$ cat config.mk
export PLATFORM = sky130hd
export DESIGN_NAME = apss_seq
export DESIGN_NICKNAME = d
export VERILOG_FILES = /design/src/rtl/apss_pkg.sv /design/src/rtl/apss_sync.sv /design/src/rtl/apss_seq.sv
export VERILOG_INCLUDE_DIRS = /design/src /design/src/rtl
export SDC_FILE = /design/constraint.sdc
export NUM_CORES = 1
export LEC_CHECK = 0
export BUFFER_PORTS_ARGS = -buffer_cell sky130_fd_sc_hd__buf_2
export CAP_MARGIN = 20
export CORE_MARGIN = 5
export CORE_UTILIZATION = 51
export DETAILED_ROUTE_END_ITERATION = 16
export PLACE_DENSITY = 0.78
export SYNTH_ARGS = -nofsm -noshare
export SYNTH_HDL_FRONTEND = slang
export SYNTH_SLANG_ARGS = --single-unit
$ cat constraint.sdc
create_clock -name clk -period 3.7 [get_ports clk]
set_input_delay 0.185 -clock clk [delete_from_list [all_inputs] [get_ports clk]]
set_output_delay 0.185 -clock clk [all_outputs]
set_load 0.005 [all_outputs]
$ cat src/rtl/apss_map.svh
// Constants of the power-state sequencer: timing counts and reset values.
// Assumes a 100 MHz standby clock.
`ifndef APSS_MAP_SVH
`define APSS_MAP_SVH

`define APSS_CLK_MHZ         100
`define APSS_BTN_MIN_MS      50
`define APSS_BTN_OVR_MS      4000
`define APSS_BTN_MIN_CYC     (`APSS_BTN_MIN_MS * 1000 * `APSS_CLK_MHZ)
`define APSS_BTN_OVR_CYC     (`APSS_BTN_OVR_MS * 1000 * `APSS_CLK_MHZ)
`define APSS_WARN_MS         1
`define APSS_WARN_CYC        (`APSS_WARN_MS * 1000 * `APSS_CLK_MHZ)
`define APSS_CNT_W           32
`define APSS_SYNC_STAGES     2
`define APSS_SYNC_W          8
`define APSS_SYNC_RST        8'hff

`endif

$ cat src/rtl/apss_pkg.sv
// Types of the power-state sequencer.
// Shared by the sequencer and its synchroniser.
package apss_pkg;

    typedef enum logic [2:0] {
        APSS_G3      = 3'b000,
        APSS_S5      = 3'b001,
        APSS_S5_TO_0 = 3'b010,
        APSS_S0      = 3'b011,
        APSS_WARN    = 3'b100,
        APSS_S3      = 3'b101,
        APSS_S4      = 3'b110
    } apss_state_t;

    typedef enum logic [1:0] {
        APSS_SLP_S3  = 2'b00,
        APSS_SLP_S4  = 2'b01,
        APSS_SLP_S5  = 2'b10
    } apss_sleep_t;

endpackage

$ cat src/rtl/apss_sync.sv
// Two-stage synchroniser for a group of asynchronous input levels.
// Assumes all inputs are idle high; reset value is the idle level.
`timescale 1ns/1ps
`include "apss_map.svh"

module apss_sync
    import apss_pkg::*;
(
    input  wire logic                      clk,
    input  wire logic                      reset,
    input  wire logic [`APSS_SYNC_W-1:0]   async_in,
    output logic      [`APSS_SYNC_W-1:0]   sync_out
);

    logic [`APSS_SYNC_W-1:0] meta_r;

    // ============================================================
    // Per-bit double flop
    genvar i;
    generate
        for (i = 0; i < `APSS_SYNC_W; i = i + 1) begin : g_bit
            always_ff @(posedge clk or posedge reset) begin
                if (reset) begin
                    meta_r[i]   <= 1'b1;
                    sync_out[i] <= 1'b1;
                end else begin
                    meta_r[i]   <= async_in[i];
                    sync_out[i] <= meta_r[i];
                end
            end
        end
    endgenerate

endmodule

$ cat src/rtl/apss_seq.sv
// Power-state sequencer: tracks G3/S5/S3/S4/S0 and drives status pins.
// Assumes reset comes from standby power-up and clk is the 100 MHz standby clock.
// Behaviour
// - Suspend warning goes low before any suspend is entered.
// - RAM-suspend output low only in S3, and in ATX mode also from S5-to-S0 through the suspend warning.
// - Disk-suspend output low only in S4.
// - Soft-off output low only in S5.
// - Active-low PCIe wake input wakes from sleep.
// - Active-low general wake input wakes from sleep.
// - Lid switch level is reported to the operating system.
// - Sleep button sends system to sleep in ATX mode, to S5 in single mode, and wakes it.
// - ATX mode: enter S5 after standby rail, then head to S0.
// - ATX mode: RAM-suspend output doubles as supply turn-on request.
// - ATX mode: wait for supply good high before reaching S0.
// - Single mode: S5 to S0 on button, wake or main power return.
// - Single mode: S0 to S5 on button or sleep event.
// - Button event on press lasting 50 ms up to 4 s.
// - Button held four seconds forces power off from S0 or during the suspend warning.
// - No power-up while supply good is low.
`timescale 1ns/1ps
`include "apss_map.svh"

module apss_seq
    import apss_pkg::*;
#(
    parameter logic [`APSS_CNT_W-1:0] BTN_MIN_CYC = `APSS_BTN_MIN_CYC,
    parameter logic [`APSS_CNT_W-1:0] BTN_OVR_CYC = `APSS_BTN_OVR_CYC,
    parameter logic [`APSS_CNT_W-1:0] WARN_CYC    = `APSS_WARN_CYC
)
(
    input  wire logic   clk,
    input  wire logic   reset,
    input  wire logic   atx_mode,
    input  wire logic   standby_rail,
    input  wire logic   main_power,
    input  wire logic   supply_good,
    input  wire logic   power_button_n,
    input  wire logic   sleep_button_n,
    input  wire logic   lid_switch_n,
    input  wire logic   pcie_wake_in_n,
    input  wire logic   general_wake_in_n,
    input  wire logic   os_sleep_req,
    input  wire logic   os_sleep_type_s4,
    output logic        suspend_warning_n,
    output logic        ram_suspend_state_n,
    output logic        disk_suspend_state_n,
    output logic        soft_off_state_n,
    output logic        lid_closed,
    output logic        power_button_event,
    output logic        sleep_button_event,
    output logic        wake_event,
    output logic        system_on
);

    logic [`APSS_SYNC_W-1:0] raw_in;
    logic [`APSS_SYNC_W-1:0] syn_in;
    logic                    pbtn_s;
    logic                    sbtn_s;
    logic                    lid_s;
    logic                    pwake_s;
    logic                    gwake_s;
    logic                    stby_s;
    logic                    main_s;
    logic                    good_s;
    logic                    sbtn_d_r;
    logic                    main_d_r;
    logic                    from_g3_r;
    logic [`APSS_CNT_W-1:0]  btn_cnt_r;
    logic                    btn_ovr_r;
    logic                    pbtn_d_r;
    logic                    pbtn_evt;
    logic                    sbtn_evt;
    logic                    wake_evt;
    logic                    main_ret;
    logic [`APSS_CNT_W-1:0]  warn_cnt_r;
    apss_sleep_t             target_r;
    apss_state_t             state_r;
    apss_state_t             state_nxt;

    // ============================================================
    // Input synchronisation
    assign raw_in = {main_power, standby_rail, supply_good, general_wake_in_n,
                     pcie_wake_in_n, lid_switch_n, sleep_button_n, power_button_n};

    apss_sync u_sync (
        .clk      (clk),
        .reset    (reset),
        .async_in (raw_in),
        .sync_out (syn_in)
    );

    assign pbtn_s  = syn_in[0];
    assign sbtn_s  = syn_in[1];
    assign lid_s   = syn_in[2];
    assign pwake_s = syn_in[3];
    assign gwake_s = syn_in[4];
    assign good_s  = syn_in[5];
    assign stby_s  = syn_in[6];
    assign main_s  = syn_in[7];

    // ============================================================
    // Power button timing
    always_ff @(posedge clk or posedge reset) begin
        if (reset) begin
            btn_cnt_r <= '0;
            pbtn_d_r  <= 1'b1;
            btn_ovr_r <= 1'b0;
        end else begin
            pbtn_d_r <= pbtn_s;
            if (!pbtn_s) begin
                if (btn_cnt_r != BTN_OVR_CYC) begin
                    btn_cnt_r <= btn_cnt_r + 32'h0000_0001;
                end
                btn_ovr_r <= (btn_cnt_r == BTN_OVR_CYC - 32'h0000_0001);
            end else begin
                btn_cnt_r <= '0;
                btn_ovr_r <= 1'b0;
            end
        end
    end

    // Event on release after a press of 50 ms up to under 4 s
    assign pbtn_evt = pbtn_s && !pbtn_d_r && (btn_cnt_r >= BTN_MIN_CYC)
                      && (btn_cnt_r < BTN_OVR_CYC);

    // ============================================================
    // Other edge events
    always_ff @(posedge clk or posedge reset) begin
        if (reset) begin
            sbtn_d_r  <= 1'b1;
            main_d_r  <= 1'b1;
            from_g3_r <= 1'b0;
        end else begin
            sbtn_d_r  <= sbtn_s;
            main_d_r  <= main_s;
            from_g3_r <= (state_r == APSS_G3);
        end
    end

    assign sbtn_evt = !sbtn_s && sbtn_d_r;
    assign wake_evt = !pwake_s || !gwake_s || sbtn_evt;
    assign main_ret = main_s && !main_d_r;

    // ============================================================
    // Sleep target latch and warning timer
    always_ff @(posedge clk or posedge reset) begin
        if (reset) begin
            target_r <= APSS_SLP_S5;
        end else if (state_r == APSS_S0) begin
            if (pbtn_evt || (sbtn_evt && !atx_mode)) begin
                target_r <= APSS_SLP_S5;
            end else if (sbtn_evt || os_sleep_req) begin
                target_r <= os_sleep_type_s4 ? APSS_SLP_S4 : APSS_SLP_S3;
            end
        end
    end

    always_ff @(posedge clk or posedge reset) begin
        if (reset) begin
            warn_cnt_r <= '0;
        end else if (state_r == APSS_WARN) begin
            warn_cnt_r <= warn_cnt_r + 32'h0000_0001;
        end else begin
            warn_cnt_r <= '0;
        end
    end

    // ============================================================
    // State machine
    always_comb begin
        state_nxt = state_r;
        case (state_r)
            APSS_G3: begin
                if (atx_mode && stby_s) begin
                    state_nxt = APSS_S5;
                end else if (!atx_mode && main_s) begin
                    state_nxt = APSS_S5_TO_0;
                end
            end
            APSS_S5: begin
                if (atx_mode && !stby_s) begin
                    state_nxt = APSS_G3;
                end else if (atx_mode && from_g3_r) begin
                    state_nxt = APSS_S5_TO_0;
                end else if (atx_mode && (pbtn_evt || wake_evt)) begin
                    state_nxt = APSS_S5_TO_0;
                end else if (pbtn_evt || wake_evt || main_ret) begin
                    state_nxt = APSS_S5_TO_0;
                end
            end
            APSS_S5_TO_0: begin
                if (good_s) begin
                    state_nxt = APSS_S0;
                end
            end
            APSS_S0: begin
                if (btn_ovr_r) begin
                    state_nxt = APSS_S5;
                end else if (pbtn_evt || sbtn_evt || os_sleep_req) begin
                    state_nxt = APSS_WARN;
                end
            end
            APSS_WARN: begin
                if (btn_ovr_r) begin
                    state_nxt = APSS_S5;
                end else if (warn_cnt_r >= WARN_CYC - 32'h0000_0001) begin
                    case (target_r)
                        APSS_SLP_S3: state_nxt = APSS_S3;
                        APSS_SLP_S4: state_nxt = APSS_S4;
                        default:     state_nxt = APSS_S5;
                    endcase
                end
            end
            APSS_S3, APSS_S4: begin
                if (wake_evt || pbtn_evt) begin
                    state_nxt = APSS_S5_TO_0;
                end
            end
            default: begin
                state_nxt = APSS_G3;
            end
        endcase
    end

    always_ff @(posedge clk or posedge reset) begin
        if (reset) begin
            state_r <= APSS_G3;
        end else begin
            state_r <= state_nxt;
        end
    end

    // ============================================================
    // Status outputs, all registered
    always_ff @(posedge clk or posedge reset) begin
        if (reset) begin
            suspend_warning_n    <= 1'b1;
            ram_suspend_state_n  <= 1'b1;
            disk_suspend_state_n <= 1'b1;
            soft_off_state_n     <= 1'b1;
            system_on            <= 1'b0;
        end else begin
            suspend_warning_n    <= !(state_nxt == APSS_WARN || state_nxt == APSS_S3
                                      || state_nxt == APSS_S4);
            // Low in S3, and in ATX mode low also as supply turn-on request
            ram_suspend_state_n  <= !(state_nxt == APSS_S3
                                      || (atx_mode && (state_nxt == APSS_S5_TO_0
                                      || state_nxt == APSS_S0
                                      || state_nxt == APSS_WARN)));
            disk_suspend_state_n <= !(state_nxt == APSS_S4);
            soft_off_state_n     <= !(state_nxt == APSS_S5);
            system_on            <= (state_nxt == APSS_S0);
        end
    end

    always_ff @(posedge clk or posedge reset) begin
        if (reset) begin
            lid_closed         <= 1'b0;
            power_button_event <= 1'b0;
            sleep_button_event <= 1'b0;
            wake_event         <= 1'b0;
        end else begin
            lid_closed         <= !lid_s;
            power_button_event <= pbtn_evt;
            sleep_button_event <= sbtn_evt;
            wake_event         <= !pwake_s || !gwake_s;
        end
    end

endmodule

==> impl_results.md <==
- Port Buffers: 21
- Type of the worst min-delay path: in -> async
- Worst vdd ir: 0.2955 mV
- Pwr Density: about 450 nW/um^2
- Clk_lat worst skew: 350 ps
- Synth cell types: 56
- Area leader, netlist: dfrtp_1
- CP Class: reg -> reg
- Post-Route Setup TNS: 0 ps
- Compound-Gate Fraction of Synth Area: 5.778%
- Wire per inst: 13.63 um
- Die area: 11,090 um^2
- CP Max Fanout: 8
- Startpoint types: flip-flop
- WHS: between 4 and 5 ps
- Largest cells by area after synthesis: dfrtp_1 40%, dfstp_2 14%, nor2_1 7.4%
- Clk sinks: 99
- Initial core utilization: between 50% and 60%
- GRT overflow: 0
- Measured slew at the worst slew-check pin: 850.5 ps
- Post-synth ARST share: 100.0%
- R2R setup slack: 1130 ps
- Synth Area in Adders: less than 1%
- Critical path's most frequent cell: nor2_1
- Hold Violations, Final: 0
- Critical Path End Type: flip-flop
- Total number of vias: ~3,200
- Clock Pin Slew Worst Setup and Hold Paths: 90 ps
- Vias/cell: between 5 and 6
- Die Ht: 105.3 um
- Count leader, synth: nor2_1
- Max-Cap Viols: 0
- Drt first-iter violations: 143
- Die width: 105.3 um
- H-tree lvl count: 3
- Status: complete, no violations
- Final instance area: slightly above 5000 um^2
- WP data required: just under 4000 ps
- EDFF count, synth: 0
- Layout cell share with drive strength beyond 1: 16.49%
- Top FF cell, synth: dfrtp_1
- Largest family of logic cells by synthesized area: simple AND/OR/NAND/NOR gates
- Synthesis-stage register bit count: 99
- Final ANT Viol Nets: 0
- CP arrival: between 2000 and 3000 ps
- DRT Wirelength: between 8 and 9 mm
- Reg2reg start: btn_cnt_r[1]
- Leakage: between 2 and 2.5 nW
- Final core utilization: 58.04%
- R2R depth: 9
- Post-Synth Simple-Gate Area: 24.41%
- Worst R2R End: btn_cnt_r[30]
- Max stage delay cell, worst path: dfrtp_1
- Area share of the largest cell type after synthesis: between 40% and 50%
- FILL cells: 717
- GRT Overall Usage: between 10% and 20%
- Synth Cell Area: 4634 um^2
- RePlAce Congestion: roughly 0.89
- Sequential fraction of the synthesis area: 54.10%
- Core footprint: 8806 um^2
- Clock Skew: 11.36 ps
- Largest net degree at the start of global routing: just over 70
- First-pass DRT Iterations: 4
- CTS Root Cell: clkbuf_8
- Post-CTS Resized: 0
- Dpl hpwl: 5.478 mm
- Xor/xnor share of the synthesized area: 11.34%
- # rows: 34
- Final Max Tran Viols: 0
- Yosys warns: 0
- Layout Nets: 496
- Achievable clock frequency: 389.8 MHz
- Worst path max stage delay: 430 ps
- Post-Syn Instances: 452
- CP cell instances: ha_1, nand3_1, nor2_1, and3_1, nand4_1, or2_2, nor4_1, xnor2_1, nor2_1
- Fin crit period: 2566 ps
- Synth top cells by count: 91 x nor2_1, 75 x dfrtp_1, 31 x xor2_1
- Buf/Inv on CP: 0
- CTS tree: done
- Crit share post-route: 69.34%
- Number of remaining DRC errors: 0
- Final setup viols: 0
- Initial antenna violation count: 0
- Setup bufs post-CTS: 0
- First-pass GRT wire length: 14.29 mm
- Setup repair after global routing missed its margin: no
- Number of global-route vias before repair: ~3,200
- Mean Syn Cell Area: 10.25 um^2
- # diodes: 0
- CP delay by family, top: simple AND/OR/NAND/NOR gates
- Post-placement cell area: 4822 um^2
- Syn nets: 468
- Relative slew slack: 43.30%
- Longest Clk Path Bufs: 2
- Multiplexer area fraction after synthesis: less than 1%
- I/O Pins: 22
- Total CTS buffers: 9
- Area delta synth->final: 10.29%
stage by stage:
| stage | power, mW | std cells | setup slack (ps) |
|---|---|---|---|
| 3_5_place_dp | 1.585 | 569 | 1177 |
| 6_report | 2.283 | 593 | 1134 |
| 4_1_cts | 2.310 | 593 | 1156 |
| 3_3_place_gp | 1.570 | 569 | 1261 |
| 5_1_grt | 2.412 | 593 | 946.6 |
| 2_1_floorplan | 1.505 | 452 | 964.3 |
kinds of logic (layout without fill, tap and decap cells):
kind of cell    after synthesis  count (layout)
simple gates                227             227
mux                           3               3
buf+inv                      30              63
compound gates               30              30
flops                        99              99
xor+xnor                     60              60
fa+ha+maj                     3               3
power by group:
part | total (mW) | switching, mW | leakage, nW | internal, mW
Clock | 0.712 | 0.372 | 0.105 | 0.340
Combinational | 0.324 | 0.181 | 0.733 | 0.143
Sequential | 1.25 | 0.0693 | 1.28 | 1.18
Total | 2.28 | 0.622 | 2.12 | 1.66
worst max-delay path by stage:
| stage | from | end | depth (start not counted) |
|---|---|---|---|
| floorplan | reset | btn_cnt_r[0] | 1 |
| global placement | btn_cnt_r[16] | ram_suspend_state_n | 8 |
| detailed placement | btn_cnt_r[1] | btn_cnt_r[30] | 9 |
| CTS | btn_cnt_r[1] | btn_cnt_r[30] | 9 |
| global route | btn_cnt_r[1] | btn_cnt_r[30] | 9 |
| finish | btn_cnt_r[1] | btn_cnt_r[30] | 9 |
flip-flops by register name, summed over array words and instances (netlist names):
register / flops
u_sync.meta_r: 8
main_d_r: 1
soft_off_state_n: 1
btn_cnt_r: 32
state_r: 3
ram_suspend_state_n: 1
sbtn_d_r: 1
from_g3_r: 1
lid_closed: 1
power_button_event: 1
suspend_warning_n: 1
disk_suspend_state_n: 1
pbtn_d_r: 1
btn_ovr_r: 1
u_sync.sync_out: 8
system_on: 1
wake_event: 1
warn_cnt_r: 32
target_r: 2
sleep_button_event: 1
cell usage in the layout, fill, tap and decap left out, drive strengths merged, types with 11 or more instances in the layout:
master	instances
and3	17
nand3	26
inv	18
nor2	91
dfstp	24
dfrtp	75
nand4	15
buf	24
xor2	31
nor3	11
nand2	25
xnor2	29
worst register-to-register path, stage by stage (launching register included):
cell,delay [ps]
dfrtp_1,430
ha_1,200
nand3_1,130
nor2_1,220
and3_1,390
nand4_1,190
or2_2,350
nor4_1,340
xnor2_1,160
nor2_1,50
final cells by class:
type | instances | area [um^2] | area share, %
Clock inverter | 6 | 71.32 | 1.395
Clock buffer | 10 | 137.6 | 2.693
Timing Repair Buffer | 32 | 207.7 | 4.064
Inverter | 15 | 58.81 | 1.151
Sequential cell | 99 | 2507 | 49.06
Multi-Input combinational cell | 323 | 1993 | 39.00
Tap cell | 108 | 135.1 | 2.644
per-layer routing:
layer | routed length, um | global-route usage, % | vias up
met4 | 35 | 3.280 | 0
met5 | 0 | 0 | -
li1 | - | - | 1593
met3 | 186 | 4.218 | 4
met1 | 3863 | 20.30 | 1558
met2 | 3995 | 25.64 | 39
repair_timing:
item / in CTS / in global routing
setup endpoints to repair: 0 / 0
endpoints found under the hold margin: 8 / 0
hold buffers: 8 / 0
No activity file was read; power rests on OpenSTA's default activity.
